### config.mk
export PLATFORM = sky130hd
export DESIGN_NAME = rtc_countdown_watchdog
export DESIGN_NICKNAME = d
export VERILOG_FILES = /design/src/core/wd_pkg.sv /design/src/core/step_divider.sv /design/src/core/rtc_countdown_watchdog.sv
export SDC_FILE = /design/constraint.sdc
export NUM_CORES = 1
export LEC_CHECK = 0
export BUFFER_PORTS_ARGS = -buffer_cell sky130_fd_sc_hd__buf_4
export CELL_PAD_IN_SITES_DETAIL_PLACEMENT = 0
export CELL_PAD_IN_SITES_GLOBAL_PLACEMENT = 1
export CORE_UTILIZATION = 40
export CTS_BUF_LIST = sky130_fd_sc_hd__clkbuf_2 sky130_fd_sc_hd__clkbuf_4 sky130_fd_sc_hd__clkbuf_8
export CTS_CLUSTER_DIAMETER = 80
export DETAILED_ROUTE_END_ITERATION = 10
export PLACE_DENSITY_LB_ADDON = 0.2
export SLEW_MARGIN = 30
export SYNTH_ARGS = -nofsm -noshare
export SYNTH_HDL_FRONTEND = slang
export SYNTH_SLANG_ARGS = --single-unit
### constraint.sdc
create_clock -name ref_clk -period 1.6 [get_ports ref_clk]
set_clock_uncertainty 0.05 [all_clocks]
set_input_delay 0.16 -clock ref_clk [delete_from_list [all_inputs] [get_ports ref_clk]]
set_output_delay 0.16 -clock ref_clk [all_outputs]
set_load 0.03 [all_outputs]
### src/core/wd_pkg.sv
// package: watchdog register map, field layout, reset values and timing constants
package wd_pkg;
  // ***************************************************
  // register map
  // ***************************************************
  localparam logic [7:0] WD_CONTROL_COUNT_ADDR = 8'h2d;
  localparam logic [7:0] IRQ_A_ENABLE_ADDR     = 8'h29;
  localparam logic [7:0] IRQ_B_ENABLE_ADDR     = 8'h2a;
  localparam logic [7:0] FLAGS_ADDR            = 8'h2b;
  localparam logic [7:0] IRQ_CTRL_ADDR         = 8'h2e;
  // ***************************************************
  // field positions
  // ***************************************************
  localparam int WD_REPEAT_BIT  = 7;
  localparam int WD_LOAD_MSB    = 6;
  localparam int WD_LOAD_LSB    = 2;
  localparam int WD_STEP_MSB    = 1;
  localparam int WD_STEP_LSB    = 0;
  localparam int WD_IRQ_EN_BIT  = 0;
  localparam int WD_FLAG_BIT    = 0;
  localparam int IRQ_A_PULSE_BIT = 0;
  localparam int IRQ_B_PULSE_BIT = 1;
  // ***************************************************
  // reset values
  // ***************************************************
  localparam logic [7:0] WD_CONTROL_RESET = 8'h00;
  localparam logic [7:0] IRQ_ENABLE_RESET = 8'h00;
  localparam logic [7:0] IRQ_CTRL_RESET   = 8'h00;
  // ***************************************************
  // step codes and timing
  // ***************************************************
  typedef enum logic [1:0] {
    STEP_4S   = 2'h0,
    STEP_1S   = 2'h1,
    STEP_QTR  = 2'h2,
    STEP_16TH = 2'h3
  } step_sel_t;
  localparam int OSC_HZ       = 32768;
  localparam int REF_CLK_HZ   = 20000000;
  // 16 Hz tick = osc / 2048, slower steps derived by dividing it
  localparam int TICK16_DIV   = 2048;
  localparam int OSC_SYNC_LEN = 2;
  localparam int PULSE_CYCLES = 1;
endpackage : wd_pkg

### src/core/step_divider.sv
// file: divider from synchronised oscillator edges to the one watchdog step enable chosen by step_sel
`timescale 1ns/100ps
`default_nettype none
module step_divider #(
  parameter int DIV16 = 2048
) (
  input  wire logic       ref_clk,
  input  wire logic       rst,
  input  wire logic       osc_edge,
  input  wire logic [1:0] step_sel,
  output logic            step_en
);
  logic [11:0] pre_ff;
  logic [5:0]  post_ff;
  logic        tick16;
  logic        nxt_step;

  assign tick16 = osc_edge && (pre_ff == 12'(DIV16 - 1));

  // ***************************************************
  // prescaler and step counter
  // ***************************************************
  always_ff @(posedge ref_clk) begin
    if (rst) begin
      pre_ff <= 12'h000;
    end else if (osc_edge) begin
      pre_ff <= tick16 ? 12'h000 : pre_ff + 12'h001;
    end
  end

  always_ff @(posedge ref_clk) begin
    if (rst) begin
      post_ff <= 6'h00;
    end else if (tick16) begin
      post_ff <= post_ff + 6'h01;
    end
  end

  always_comb begin
    case (step_sel)
      2'h0:    nxt_step = tick16 && (post_ff == 6'h3f);  // 4 s
      2'h1:    nxt_step = tick16 && (post_ff[3:0] == 4'hf);  // 1 s
      2'h2:    nxt_step = tick16 && (post_ff[1:0] == 2'h3);  // 1/4 s
      default: nxt_step = tick16;  // 1/16 s
    endcase
  end

  always_ff @(posedge ref_clk) begin
    if (rst) begin
      step_en <= 1'b0;
    end else begin
      step_en <= nxt_step;
    end
  end
endmodule : step_divider
`default_nettype wire

### src/core/rtc_countdown_watchdog.sv
// file: countdown watchdog with expiry flag and two interrupt outputs
// Function
// writing load field loads counter; zero halts, nonzero starts countdown
// software loads only values one to thirty-one to start
// step select 00=4 s, 01=1 s, 10=1/4 s, 11=1/16 s
// period equals load count times step interval
// counter decrements one per step from loaded bits six to two
// a load during a running period takes effect immediately
// first period may be one count off; later periods exact
// reads return the live counter, not the written value
// software reads twice and accepts matching values
// repeat mode sets flag, reloads and restarts each period end
// expiry flag sticks until software clears it
// single-shot sets flag and stops counter at zero
// software reloads nonzero value after single-shot expiry
// each interrupt output gated by its own enable bit
// enabled output pulses per expiry or follows flag level
// pulse mode pulses each expiry even with flag still set
// step timing derives from the 32.768 kHz oscillator
// reset gives load zero, single-shot, four-second step, halted
// expiry in the same cycle as flag clear keeps flag set
`timescale 1ns/100ps
`default_nettype none
module rtc_countdown_watchdog #(
  parameter int DIV16 = wd_pkg::TICK16_DIV
) (
  input  wire logic       ref_clk,
  input  wire logic       rst,
  input  wire logic       osc_clk_in,
  input  wire logic       reg_wr,
  input  wire logic       reg_rd,
  input  wire logic [7:0] reg_addr,
  input  wire logic [7:0] reg_wdata,
  output logic [7:0]      reg_rdata,
  output logic            irq_out_a,
  output logic            irq_out_b
);
  logic [2:0] osc_sync_ff;
  logic       osc_edge;
  logic       step_en;
  logic       wd_repeat_select_ff;
  logic [4:0] wd_load_count_ff;
  logic [1:0] wd_step_select_ff;
  logic [4:0] count_ff;
  logic       wd_expired_flag_ff;
  logic       wd_irq_enable_a_ff;
  logic       wd_irq_enable_b_ff;
  logic       irq_a_pulse_mode_ff;
  logic       irq_b_pulse_mode_ff;
  logic       expire;
  logic       wr_ctl;
  logic       flag_clear;
  logic [7:0] nxt_rdata;

  // ***************************************************
  // oscillator synchroniser
  // ***************************************************
  // two flops before use, third only for edge detection
  always_ff @(posedge ref_clk) begin
    if (rst) begin
      osc_sync_ff <= 3'h0;
    end else begin
      osc_sync_ff <= {osc_sync_ff[1:0], osc_clk_in};
    end
  end
  assign osc_edge = osc_sync_ff[1] && !osc_sync_ff[2];

  step_divider #(
    .DIV16   (DIV16)
  ) step_divider_inst (
    .ref_clk (ref_clk),
    .rst     (rst),
    .osc_edge(osc_edge),
    .step_sel(wd_step_select_ff),
    .step_en (step_en)
  );

  // ***************************************************
  // register writes
  // ***************************************************
  assign wr_ctl     = reg_wr && (reg_addr == wd_pkg::WD_CONTROL_COUNT_ADDR);
  // write one to the flag bit clears it
  assign flag_clear = reg_wr && (reg_addr == wd_pkg::FLAGS_ADDR) && reg_wdata[wd_pkg::WD_FLAG_BIT];

  always_ff @(posedge ref_clk) begin
    if (rst) begin
      wd_repeat_select_ff <= wd_pkg::WD_CONTROL_RESET[wd_pkg::WD_REPEAT_BIT];
      wd_load_count_ff    <= wd_pkg::WD_CONTROL_RESET[wd_pkg::WD_LOAD_MSB:wd_pkg::WD_LOAD_LSB];
      wd_step_select_ff   <= wd_pkg::WD_CONTROL_RESET[wd_pkg::WD_STEP_MSB:wd_pkg::WD_STEP_LSB];
    end else if (wr_ctl) begin
      wd_repeat_select_ff <= reg_wdata[wd_pkg::WD_REPEAT_BIT];
      wd_load_count_ff    <= reg_wdata[wd_pkg::WD_LOAD_MSB:wd_pkg::WD_LOAD_LSB];
      wd_step_select_ff   <= reg_wdata[wd_pkg::WD_STEP_MSB:wd_pkg::WD_STEP_LSB];
    end
  end

  always_ff @(posedge ref_clk) begin
    if (rst) begin
      wd_irq_enable_a_ff  <= wd_pkg::IRQ_ENABLE_RESET[wd_pkg::WD_IRQ_EN_BIT];
      wd_irq_enable_b_ff  <= wd_pkg::IRQ_ENABLE_RESET[wd_pkg::WD_IRQ_EN_BIT];
      irq_a_pulse_mode_ff <= wd_pkg::IRQ_CTRL_RESET[wd_pkg::IRQ_A_PULSE_BIT];
      irq_b_pulse_mode_ff <= wd_pkg::IRQ_CTRL_RESET[wd_pkg::IRQ_B_PULSE_BIT];
    end else if (reg_wr) begin
      if (reg_addr == wd_pkg::IRQ_A_ENABLE_ADDR) begin
        wd_irq_enable_a_ff <= reg_wdata[wd_pkg::WD_IRQ_EN_BIT];
      end
      if (reg_addr == wd_pkg::IRQ_B_ENABLE_ADDR) begin
        wd_irq_enable_b_ff <= reg_wdata[wd_pkg::WD_IRQ_EN_BIT];
      end
      if (reg_addr == wd_pkg::IRQ_CTRL_ADDR) begin
        irq_a_pulse_mode_ff <= reg_wdata[wd_pkg::IRQ_A_PULSE_BIT];
        irq_b_pulse_mode_ff <= reg_wdata[wd_pkg::IRQ_B_PULSE_BIT];
      end
    end
  end

  // ***************************************************
  // countdown
  // ***************************************************
  // step phase is not restarted on load, hence first period is up to one step short
  assign expire = step_en && (count_ff == 5'h01) && !wr_ctl;

  always_ff @(posedge ref_clk) begin
    if (rst) begin
      count_ff <= 5'h00;
    end else if (wr_ctl) begin
      count_ff <= reg_wdata[wd_pkg::WD_LOAD_MSB:wd_pkg::WD_LOAD_LSB];
    end else if (expire) begin
      count_ff <= wd_repeat_select_ff ? wd_load_count_ff : 5'h00;
    end else if (step_en && (count_ff != 5'h00)) begin
      count_ff <= count_ff - 5'h01;
    end
  end

  always_ff @(posedge ref_clk) begin
    if (rst) begin
      wd_expired_flag_ff <= 1'b0;
    end else if (expire) begin
      wd_expired_flag_ff <= 1'b1;
    end else if (flag_clear) begin
      wd_expired_flag_ff <= 1'b0;
    end
  end

  // ***************************************************
  // interrupt outputs, active high
  // ***************************************************
  always_ff @(posedge ref_clk) begin
    if (rst) begin
      irq_out_a <= 1'b0;
      irq_out_b <= 1'b0;
    end else begin
      irq_out_a <= wd_irq_enable_a_ff && (irq_a_pulse_mode_ff ? expire : (wd_expired_flag_ff || expire));
      irq_out_b <= wd_irq_enable_b_ff && (irq_b_pulse_mode_ff ? expire : (wd_expired_flag_ff || expire));
    end
  end

  // ***************************************************
  // readback
  // ***************************************************
  always_comb begin
    nxt_rdata = 8'h00;
    case (reg_addr)
      wd_pkg::WD_CONTROL_COUNT_ADDR: nxt_rdata = {wd_repeat_select_ff, count_ff, wd_step_select_ff};
      wd_pkg::IRQ_A_ENABLE_ADDR:     nxt_rdata = {7'h00, wd_irq_enable_a_ff};
      wd_pkg::IRQ_B_ENABLE_ADDR:     nxt_rdata = {7'h00, wd_irq_enable_b_ff};
      wd_pkg::FLAGS_ADDR:            nxt_rdata = {7'h00, wd_expired_flag_ff};
      wd_pkg::IRQ_CTRL_ADDR:         nxt_rdata = {6'h00, irq_b_pulse_mode_ff, irq_a_pulse_mode_ff};
      default:                       nxt_rdata = 8'h00;
    endcase
  end

  always_ff @(posedge ref_clk) begin
    if (rst) begin
      reg_rdata <= 8'h00;
    end else if (reg_rd) begin
      reg_rdata <= nxt_rdata;
    end
  end
endmodule : rtc_countdown_watchdog
`default_nettype wire

# Word-level counts from Yosys, hierarchy flattened
# Cells that the tools add are included.
[word_totals]
reg_bits = 50
output_inout_bits = 10
elab_cells = 65
[classes]
addsub = 3
eq_ne = 12
n_mux = 11
reduce_logical = 23
[ops]
columns = ["op", "n"]
rows = [
  ["8-bit by 6-bit equality test with 1-bit output, second input constant", 5],
  ["8-bit case mux with 5 select lines", 1],
  ["5-bit two-way mux", 4],
  ["1-bit logical AND", 13],
  ["12-bit by 1-bit adder with 12-bit output, second input constant", 1],
  ["12-bit by 11-bit equality test with 1-bit output, second input constant", 1],
  ["12-bit two-way mux", 1],
  ["6-bit by 1-bit adder with 6-bit output, second input constant", 1],
  ["6-bit equality test, second input constant", 1],
  ["2-bit AND reduction", 3],
  ["5-bit by 1-bit equality test with 1-bit output, second input constant", 1],
  ["5-bit nonzero test", 1],
  ["5-bit by 1-bit subtractor with 5-bit output, second input constant", 1],
  ["2-bit equality test, second input constant", 2],
  ["4-bit equality test, second input constant", 1],
  ["1-bit two-way mux", 4],
  ["1-bit case mux with 3 select lines", 1],
  ["3-bit nonzero test", 1],
  ["2-bit by 1-bit equality test with 1-bit output, second input constant", 1],
  ["1-bit logical NOT", 2],
  ["2-bit logical NOT", 1],
  ["2-bit nonzero test", 1],
  ["1-bit logical OR", 1],
]

# Longest topological paths before layout
# Gate-level depths: netlist of the first run.
[depth]
word_depth = 7
mapped_depth = 7
ltp_nobuf = 7

# By module
# Synthesis of the first run repeated with hierarchy kept, for this count alone.
[unflattened]
hier_cells = 266
area_unflattened_um2 = 2307.2
[modules_own_cells]
columns = ["mod", "n_inst", "cells_each", "area_each_um2", "seq_area_each_um2"]
rows = [
  ["rtc_countdown_watchdog", 1, 164, 1398.8, 620.6],
  ["step_divider", 1, 102, 908.4, 380.4],
]

# Worst setup path after synthesis of the first run
# No wires, ideal clock.
[synth_timing]
path_kind = "register to register"
startpoint = "register step_divider_inst.pre_ff[0]"
endpoint = "register step_divider_inst.pre_ff[11]"
setup_time_ps = 115
arrival_time_ps = 1500
t_required_ps = 1435
slack_ps = -66
stages_incl_launch_ff = 7
cell_sequence = "dfxtp_1 ha_1 nand4b_2 nor4_4 or2_2 buf_2 nor2_1"
[synth_between]
elab_chain_cells = 3
elab_cells_between_ends = 4
classes_between = "1 x add/sub; 1 x eq/ne; 1 x mux; 1 x reduce/logical"
[synth_rtl]
columns = ["element", "line", "text"]
rows = [
  ["start: declaration", "step_divider.sv:13", "logic [11:0] pre_ff;"],
  ["start signal: assignment", "step_divider.sv:27", "pre_ff <= tick16 ? 12'h000 : pre_ff + 12'h001;"],
  ["branches (longest 2 deep; another with 12-bit by 1-bit adder with 12-bit output)", "n/a", ""],
  ["12-bit two-way mux *", "step_divider.sv:27", ""],
]
# Mark *: on every way between the ends.
# A chain may end at the register's enable or synchronous reset.

# Worst setup path after layout of the first run
[layout_timing]
startpoint = "register count_ff[0]"
endpoint = "register count_ff[4]"
[layout_between]
elab_chain_cells = 5
elab_cells_between_ends = 10
classes_between = "1 x add/sub; 1 x eq/ne; 3 x mux; 5 x reduce/logical"
[layout_rtl]
columns = ["element", "line", "text"]
rows = [
  ["start: declaration", "rtc_countdown_watchdog.sv:44", "logic [4:0] count_ff;"],
  ["start signal: assignment", "rtc_countdown_watchdog.sv:127", "count_ff <= reg_wdata[wd_pkg::WD_LOAD_MSB:wd_pkg::WD_LOAD_LSB];"],
  ["start signal: assignment", "rtc_countdown_watchdog.sv:129", "count_ff <= wd_repeat_select_ff ? wd_load_count_ff : 5'h00;"],
  ["start signal: assignment", "rtc_countdown_watchdog.sv:131", "count_ff <= count_ff - 5'h01;"],
  ["branches (longest 5 deep; another with 5-bit by 1-bit subtractor with 5-bit output)", "n/a", ""],
]
# Several ways; the timed one is not identified. The select of a mux whose other input is x is not followed.

==> run_results.csv, run 1 <==
group,metric,value,unit
global_routing,grt_pass1_wl,8.02,mm
synth,syn_inst,264,
hold_path,hold_depth,2,
global_routing,grt_pass1_vias,1782,
pwr,worst_ir_drop_vdd,0.000379,V
hold_path,hold_path_class,"input pin to register",
drt,routedWlPerCell,12.7,um
global_routing,grt-ovfl-total,0,
layout,syn_to_final_growth,28.0,%
worst_setup_path,cpMaxStageDelayCell,"dfxtp_1",
drt,vias,1950,
floorplanning,ioPinCount,31,
worst_setup_path,regToRegSetupSlack,0.09,ns
clock_tree,clockRootBuffer,"clkbuf_8",
drt,drtIter0Drc,72,
synth,synth-seq-area-share,0.435,
floorplanning,die-area,0.00606,mm2
worst_setup_path,crit_path_cell_trace,"inv_1 > ha_1 > nor2_1 > nor3_1 > o32ai_1 > a21o_1 > a311oi_1",
sta,setup_tns,0,ns
synth,synth.net_count,293,
clock_tree,cts_tree,"yes",
worst_setup_path,criticalPathCategory,"register to register",
sta,hold_viol_final,0,
floorplanning,die_h,77.8,um
layout,layout_common_cells,"buf_4, dfxtp_1, nor2_1, nand2_1, a21oi_1",
layout,final_common_cell,"buf_4",
worst_setup_path,cp-end-kind,"register",
layout,fillCellCount,561,
layout,drive_gt1_frac,0.258,
worst_setup_path,cpLargestDelayFamily,"compound AO/OA/AOI/OAI gates",
layout,nNetsFinal,346,
clock_tree,htree_num_levels,2,
drt,wl,4.95,mm
synth,syn_avg_cell_area,8.71,um2
hold_path,min_to,"osc_sync_ff[0]$_SDFF_PP0_",
synth,yosysUniqueCellTypes,47,
clock_tree,cts_buffer_depth,2,
clock_tree,clock-sinks,50,
layout,regArea,0.00101,mm2
floorplanning,fp.coreArea,0.00554,mm2
synth,synth_edf_count,0,
synth,synth_ff_type,"dfxtp_1",
placed_design,dp_hpwl,3.55,mm
sta,worst_slew_pin_slew,0.454,ns
sta,slew_viol_final,0,
floorplanning,placementRows,27,
run_status,status,"finished clean",
sta,setup_viol,0,
floorplanning,die_x,77.8,um
floorplanning,start_util,0.415,
worst_setup_path,cpPeakStageDelay,0.36,ns
layout,multi_input_area,0.00128,mm2
synth,synth_warnings,0,
layout,diodes,0,
synth,asyncSetResetFlopFracSynth,0,
global_routing,grt_max_degree,44,
sta,period_minus_slack,1.51,ns
clock_tree,postCtsHoldBufs,0,
hold_path,worst_hold_startpoint,"osc_clk_in",
placed_design,gp_congestion,0.815,
worst_setup_path,cp.required,1.77,ns
sta,fmax,660,MHz
worst_setup_path,r2r_cells,7,
pwr,leakage,1.20,nW
job,cap_violations,0,
layout,final_util,0.531,
synth,ys_ff_latch,50,
clock_tree,numCtsBuffers,5,
drt,drtPass1Iterations,4,
worst_setup_path,r2r_start,"count_ff[0]$_SDFFE_PP0P_",
drt,drc,0,
global_routing,antenna_found_initial,0,
global_routing,grt_use_total,0.169,
worst_setup_path,cp_max_fo,5,
worst_setup_path,r2r_end,"count_ff[4]$_SDFFE_PP0P_",
worst_setup_path,critPathLaunchType,"register",
worst_setup_path,cp.arrival,1.68,ns
placed_design,port_buffers,30,
drt,antenna_left,0,
clock_tree,path_clk_slew,0.09,ns
sta,max_slew_margin,0.698,
sta,fin_crit_sh,0.946,
drt,vias_per_cell,5.00,
synth,syn_area,0.00230,mm2
pwr,powerDensity,769,mW/mm2
pwr,power,2.26,mW
clock_tree,worstSkewPairLatency,0.30,ns
worst_setup_path,critPathBufInv,1,
## stage by stage
stage	hold WS, ns	setup WS [ns]	instances	instance area, um2
final	0.0167	0.0858	390	2940
after global placement	0.325	0.0280	379	2750
after detailed placement	0.326	0.00283	379	2750
after global routing	0.0275	-0.00924	390	2940
after floorplan	0.238	0.00964	264	2300
after CTS	0.00456	0.0282	387	2860
## worst reg2reg max path, delay by kind of cell (launching register included)
kind | cells | cell delay, ns
simple gates | 2 | 0.18
buf+inv | 1 | 0.09
compound gates | 3 | 0.53
flops | 1 | 0.36
fa+ha+maj | 1 | 0.22
## what timing repair did
item	in CTS	in global routing
buffers inserted	0	2
resized for setup	0	14
endpoints found under the setup margin	0	12
## final cells by class
cell class                      instances  share of cell area
Clock buffer                            6              0.0259
Clock inverter                          2              0.0128
Inverter                                7             0.00893
Multi-Input combinational cell        196               0.434
Sequential cell                        50               0.342
Tap cell                               72              0.0306
Timing Repair Buffer                   57               0.146
## layer usage
layer  global-route usage  wire, um
met5                    0         0
met4               0.0623        67
met3               0.0388       145
met2                0.276      2270
met1                0.216      2470
## cells in the mapped netlist, drive strengths merged, types with 2 or more instances
| master | number | share of area |
|---|---|---|
| a21boi | 2 | 0.0065 |
| a21o | 3 | 0.0098 |
| a21oi | 25 | 0.054 |
| a311oi | 3 | 0.011 |
| a31oi | 2 | 0.0054 |
| and2 | 2 | 0.0054 |
| and3 | 4 | 0.011 |
| and4 | 3 | 0.011 |
| buf | 3 | 0.0076 |
| clkbuf | 8 | 0.013 |
| dfxtp | 50 | 0.44 |
| ha | 8 | 0.044 |
| inv | 7 | 0.011 |
| mux2i | 5 | 0.022 |
| nand2 | 29 | 0.047 |
| nand2b | 3 | 0.0082 |
| nand3 | 8 | 0.017 |
| nand4 | 8 | 0.024 |
| nor2 | 31 | 0.052 |
| nor2b | 13 | 0.035 |
| nor3 | 10 | 0.024 |
| nor3b | 3 | 0.0098 |
| o21ai | 2 | 0.0044 |
| or3 | 3 | 0.010 |
| xnor2 | 5 | 0.019 |
| xor2 | 9 | 0.034 |
## power breakdown
group | total [mW] | switching (mW) | internal (mW)
registers | 1.25 | 0.00426 | 1.25
logic | 0.105 | 0.0533 | 0.0519
clock network | 0.905 | 0.422 | 0.484
## cells by family (layout without fill, tap and decap cells)
| logic type | after synthesis | count (layout) | synth area share |
|---|---|---|---|
| compound gates | 45 | 45 | 0.120 |
| buf+inv | 18 | 72 | 0.0321 |
| fa+ha+maj | 8 | 8 | 0.0435 |
| simple gates | 123 | 123 | 0.289 |
| flops | 50 | 50 | 0.435 |
| xor+xnor | 14 | 14 | 0.0533 |
| mux | 6 | 6 | 0.0267 |
## worst max-delay path by stage
stage / from / slack, ns / to / depth (start not counted)
detailed placement: reg_addr[4] / 0.003 / count_ff[3]$_SDFFE_PP0P_ / 6
global placement: reg_addr[4] / 0.03 / count_ff[3]$_SDFFE_PP0P_ / 6
CTS: step_divider_inst.pre_ff[1]$_SDFFE_PP0P_ / 0.03 / step_divider_inst.post_ff[4]$_SDFFE_PP0N_ / 7
floorplan: step_divider_inst.pre_ff[0]$_SDFFE_PP0P_ / 0.01 / step_divider_inst.pre_ff[11]$_SDFFE_PP0P_ / 6
global route: step_divider_inst.pre_ff[9]$_SDFFE_PP0P_ / -0.009 / step_divider_inst.post_ff[5]$_SDFFE_PP0N_ / 6
finish: count_ff[0]$_SDFFE_PP0P_ / 0.09 / count_ff[4]$_SDFFE_PP0P_ / 7
## sequential cells by signal (all words and copies together), names as in the netlist
name and flops:
step_divider_inst.pre_ff 12, reg_rdata 8, step_divider_inst.post_ff 6, count_ff 5, wd_load_count_ff 5, osc_sync_ff 3, wd_step_select_ff 2, irq_a_pulse_mode_ff 1
irq_b_pulse_mode_ff 1, irq_out_a 1, irq_out_b 1, step_divider_inst.step_en 1, wd_expired_flag_ff 1, wd_irq_enable_a_ff 1, wd_irq_enable_b_ff 1, wd_repeat_select_ff 1
(Power assumes the default switching activity.)
==> run 2: changes to the inputs <==
==> constraint.sdc (replaced) <==
create_clock -name ref_clk -period 1.6 [get_ports ref_clk]
set_clock_uncertainty 0.05 [all_clocks]
set_input_delay 0.08 -clock ref_clk [delete_from_list [all_inputs] [get_ports ref_clk]]
set_output_delay 0.08 -clock ref_clk [all_outputs]
set_load 0.03 [all_outputs]
==> run_results.csv, run 2 (synthesized netlist as in run 1, its figures left out) <==
group,metric,value,unit
worst_setup_path,cp.arrival,1.72,ns
layout,syn_to_final_growth,28.6,%
clock_tree,cts_buffer_depth,2,
job,cap_violations,0,
pwr,seqPwrFrac,0.553,
placed_design,place_inst,377,
floorplanning,die_h,77.8,um
worst_setup_path,crit_path_cell_trace,"nand4_4 > or3_4 > or3_1 > a21oi_1",
floorplanning,die-area,0.00606,mm2
worst_setup_path,cp_max_fo,4,
floorplanning,die_x,77.8,um
worst_setup_path,criticalPathCategory,"register to register",
worst_setup_path,r2r_start,"step_divider_inst.pre_ff[6]$_SDFFE_PP0P_",
drt,drc,0,
worst_setup_path,cp-end-kind,"register",
clock_tree,numCtsBuffers,5,
pwr,p_int,1.77,mW
worst_setup_path,cpPeakStageDelay,0.43,ns
pwr,switching_power,491,uW
floorplanning,ioPinCount,31,
placed_design,port_buffers,30,
worst_setup_path,critPathLaunchType,"register",
sta,setup_tns,0,ns
worst_setup_path,cp.required,1.79,ns
clock_tree,worstSkewPairLatency,0.31,ns
placed_design,gp_congestion,0.763,
hold_path,hold_path_class,"input pin to register",
sta,fin_ws,0.0675,ns
drt,vias,1959,
drt,vias_per_cell,5.01,
floorplanning,fp.coreArea,0.00554,mm2
drt,wl,4.79,mm
layout,drive_gt1_frac,0.248,
layout,final_util,0.534,
sta,slew_viol_final,0,
global_routing,grt_pass1_wl,8.02,mm
worst_setup_path,cpMaxStageDelayCell,"or3_4",
layout,regArea,0.00101,mm2
floorplanning,placementRows,27,
floorplanning,start_util,0.415,
drt,drtPass1Iterations,4,
sta,fin_crit_sh,0.958,
layout,layout_common_cells,"buf_4, dfxtp_1, nor2_1, nand2_1, a21oi_1",
sta,hold_viol_final,0,
sta,timing.hold.ws,0.00730,ns
placed_design,dp_hpwl,3.41,mm
layout,diodes,0,
sta,max_slew_margin,0.696,
layout,final_common_cell,"buf_4",
hold_path,min_to,"reg_rdata[0]$_SDFFE_PP0P_",
pwr,worst_ir_drop_vdd,0.000396,V
clock_tree,clockRootBuffer,"clkbuf_8",
worst_setup_path,r2r_end,"step_divider_inst.pre_ff[9]$_SDFFE_PP0P_",
layout,regMostFlops,"step_divider_inst.pre_ff",
drt,routedWlPerCell,12.2,um
layout,nNetsFinal,347,
pwr,power,2.26,mW
drt,antenna_left,0,
clock_tree,cts_tree,"yes",
clock_tree,htree_num_levels,2,
worst_setup_path,r2r_cells,4,
sta,worst_slew_pin_slew,0.456,ns
sta,period_minus_slack,1.53,ns
pwr,powerDensity,766,mW/mm2
layout,fin_area,0.00296,mm2
global_routing,grt_use_total,0.169,
worst_setup_path,regToRegSetupSlack,0.07,ns
pwr,p_clk_frac,0.396,
global_routing,grt_pass1_vias,1744,
global_routing,grt_max_degree,44,
pwr,leakage,1.19,nW
layout,multi_input_area,0.00127,mm2
placed_design,pre_cts_ws,-0.0114,ns
sta,setup_viol,0,
global_routing,grt-ovfl-total,0,
layout,layout.cells.non_filler,391,
layout,largest_register_ffs,12,
drt,drtIter0Drc,73,
clock_tree,clock-sinks,50,
run_status,status,"finished clean",
clock_tree,path_clk_slew,0.09,ns
global_routing,antenna_found_initial,0,
placed_design,dpl_cell_area,0.00273,mm2
worst_setup_path,cp-startpoint,"step_divider_inst.pre_ff[6]$_SDFFE_PP0P_",
pwr,power_frac_comb,0.050,
hold_path,worst_hold_startpoint,"reg_addr[3]",
layout,fillCellCount,542,
hold_path,hold_depth,3,
pwr,swShare,0.217,
sta,fmax,653,MHz
layout,reg.largest.list,"step_divider_inst.pre_ff: 12 flops, reg_rdata: 8 flops, step_divider_inst.post_ff: 6 flops",
[run 2: cell count changes in the layout (fill, tap and decap cells not counted), sizes merged]
| cell | delta |
|---|---|
| buf | -4 |
| clkbuf | -1 |
| clkinvlp | +1 |
| dlygate4sd3 | +5 |
[run 2: power by group through the flow]
stage,clock [mW],combinational (mW),sequential (mW)
floorplan,0,0.0426,1.28
global placement,0,0.104,1.28
detailed placement,0,0.104,1.28
CTS,0.936,0.114,1.25
global route,0.985,0.124,1.25
finish,0.898,0.114,1.25
[run 2: worst max-delay path: cells and delay by family, from the launching register on]
family / cells / cell delay [ns]
AOI/OAI and AO/OA: 1 / 0.15
and+or+nand+nor: 3 / 0.88
DFF: 1 / 0.39
[run 2: how the worst max path moves through the flow]
stage,to
6_report,step_divider_inst.pre_ff[9]$_SDFFE_PP0P_
3_3_place_gp,count_ff[0]$_SDFFE_PP0P_
5_1_grt,step_divider_inst.post_ff[5]$_SDFFE_PP0N_
2_1_floorplan,step_divider_inst.pre_ff[11]$_SDFFE_PP0P_
3_5_place_dp,count_ff[0]$_SDFFE_PP0P_
4_1_cts,step_divider_inst.pre_ff[9]$_SDFFE_PP0P_
[run 2: repair_timing]
item | CTS | global route
buffers inserted | 0 | 0
hold buffers | 5 | 0
endpoints found under the hold margin | 6 | 0
resized for setup | 0 | 14
endpoints found under the setup margin | 0 | 18
[run 2: area by class of cell]
type	count	area share
sequential	50	0.341
clock inverter	3	0.0152
timing repair buffer	58	0.152
multi-input combinational	196	0.430
inverter	7	0.00889
clock buffer	5	0.0233
tap	72	0.0305
[run 2: routing by layer]
| metal | wire length [um] | vias to the layer above | share of wire | global-route usage |
|---|---|---|---|---|
| met5 | 0 | - | 0 | 0 |
| met4 | 66 | 0 | 0.014 | 0.0623 |
| met3 | 170 | 6 | 0.036 | 0.0400 |
| met2 | 2100 | 30 | 0.44 | 0.266 |
| met1 | 2450 | 896 | 0.51 | 0.223 |
| li1 | - | 1027 | - | - |
==> run 3: changes to the inputs <==
- CORE_ASPECT_RATIO: not set -> 1.75
- GPL_ROUTABILITY_DRIVEN: not set -> 0
==> run_results.csv, run 3 (synthesized netlist as in run 1, its figures left out) <==
group,metric,value,unit
global_routing,gr-max-usage-layer,"met2",
worst_setup_path,cp_max_fo,4,
drt,antenna_left,0,
clock_tree,numCtsBuffers,5,
global_routing,use_met3,0.0316,
pwr,power,2.25,mW
layout,nNetsFinal,351,
global_routing,grt_max_degree,44,
clock_tree,cts_tree,"yes",
drt,drtPass1Iterations,4,
placed_design,dp_hpwl,3.74,mm
floorplanning,die_x,59.3,um
worst_setup_path,critPathLaunchType,"register",
sta,worst_slew_pin_slew,0.475,ns
layout,reg.largest.list,"step_divider_inst.pre_ff: 12 flops, reg_rdata: 8 flops, step_divider_inst.post_ff: 6 flops",
layout,layout.cells.non_filler,399,
placed_design,place_inst,380,
worst_setup_path,r2r_cells,7,
layout,layout_common_cells,"buf_4, dfxtp_1, nor2_1, nand2_1, a21oi_1",
pwr,worst_ir_drop_vdd,0.000538,V
floorplanning,ioPinCount,31,
floorplanning,start_util,0.415,
clock_tree,cts_buffer_depth,2,
clock_tree,clockRootBuffer,"clkbuf_8",
sta,period_minus_slack,1.52,ns
worst_setup_path,cp-end-kind,"register",
worst_setup_path,cp.arrival,1.69,ns
sta,slew_viol_final,0,
floorplanning,placementRows,36,
global_routing,grt_use_total,0.187,
placed_design,port_buffers,30,
floorplanning,die-area,0.00607,mm2
clock_tree,path_clk_slew,0.09,ns
global_routing,met2_usage,0.362,
hold_path,worst_hold_startpoint,"reg_wdata[4]",
layout,regMostFlops,"step_divider_inst.pre_ff",
pwr,leakage,1.22,nW
sta,fmax,658,MHz
drt,drc,0,
global_routing,antenna_found_initial,0,
hold_path,min_to,"wd_load_count_ff[2]$_SDFFE_PP0P_",
worst_setup_path,cp.required,1.77,ns
pwr,powerDensity,748,mW/mm2
drt,drtIter0Drc,44,
hold_path,hold_path_class,"input pin to register",
layout,final_util,0.542,
clock_tree,htree_num_levels,2,
sta,fin_crit_sh,0.950,
run_status,status,"finished clean",
job,cap_violations,0,
worst_setup_path,regToRegSetupSlack,0.08,ns
layout,drive_gt1_frac,0.257,
global_routing,grt_pass1_wl,8.58,mm
clock_tree,clock-sinks,50,
layout,diodes,0,
drt,vias_per_cell,5.02,
floorplanning,die_h,102,um
sta,hold_viol_final,0,
floorplanning,fp.coreArea,0.00554,mm2
clock_tree,worstSkewPairLatency,0.31,ns
worst_setup_path,r2r_end,"count_ff[4]$_SDFFE_PP0P_",
layout,largest_register_ffs,12,
global_routing,grt_pass1_vias,2008,
sta,setup_viol,0,
sta,setup_tns,0,ns
drt,vias,2002,
global_routing,use_met1,0.181,
sta,max_slew_margin,0.683,
layout,fillCellCount,560,
layout,syn_to_final_growth,30.6,%
layout,final_common_cell,"buf_4",
drt,routedWlPerCell,13.1,um
worst_setup_path,criticalPathCategory,"register to register",
worst_setup_path,r2r_start,"count_ff[0]$_SDFFE_PP0P_",
drt,wl,5.21,mm
global_routing,grt-ovfl-total,0,
hold_path,hold_depth,3,
==> run 3: area by class of cell <==
type                    instances  area, um2  area share
flip-flops and latches         50       1010       0.336
well taps                      76       95.1      0.0317
clock buffers                   5       68.8      0.0229
inverters                       7       26.3     0.00875
clock inverters                 3       40.0      0.0133
multi-input cells             196       1280       0.425
repair buffers                 62        487       0.162
==> run 3: how the worst max path moves through the flow <==
stage,from,to,slack (ns),cells past startpoint
3_5_place_dp,step_divider_inst.pre_ff[1]$_SDFFE_PP0P_,step_divider_inst.post_ff[5]$_SDFFE_PP0N_,0.004,7
5_1_grt,count_ff[2]$_SDFFE_PP0P_,count_ff[4]$_SDFFE_PP0P_,-0.02,5
3_3_place_gp,reg_addr[4],count_ff[0]$_SDFFE_PP0P_,0.04,8
2_1_floorplan,step_divider_inst.pre_ff[0]$_SDFFE_PP0P_,step_divider_inst.pre_ff[11]$_SDFFE_PP0P_,0.01,6
6_report,count_ff[0]$_SDFFE_PP0P_,count_ff[4]$_SDFFE_PP0P_,0.08,7
4_1_cts,step_divider_inst.pre_ff[1]$_SDFFE_PP0P_,step_divider_inst.post_ff[5]$_SDFFE_PP0N_,0.01,7
==> run 3: critical path: stages, from the launching register on <==
cell and delay, ns:
dfxtp_2 0.35, inv_1 0.08, ha_2 0.22, nor2_1 0.06, nor3_1 0.12, o32ai_1 0.10
a21o_1 0.20, a311oi_2 0.24
==> run 3: routing by layer <==
layer  vias up  share of wire
li1       1035              -
met1       933           0.39
met2        26           0.56
met3         8          0.024
met4         0          0.021
met5         -              0
==> run 3: metrics by stage <==
stage	hold WS (ns)	area [um2]	worst slack, ns
5_1_grt	0.0117	3000	-0.0241
6_report	0.0191	3000	0.0799
2_1_floorplan	0.158	2300	0.00964
3_5_place_dp	0.251	2730	0.00394
4_1_cts	0.0132	2930	0.0120
3_3_place_gp	0.252	2730	0.0405
==> run 3: power breakdown <==
group,switching (mW),leakage [nW],internal (mW)
sequential,0.00437,0.407,1.25
clock,0.415,0.0579,0.460
combinational,0.0545,0.752,0.0637
total,0.474,1.22,1.77
==> run 3: repair_timing <==
item                                   4_1_cts  5_1_grt
setup buffers                                0        2
setup endpoints to repair                    3       18
hold buffers                                 8        0
resized for setup                            2       15
cloned                                       0        1
pin swaps                                    0        1
endpoints found under the hold margin       10        0
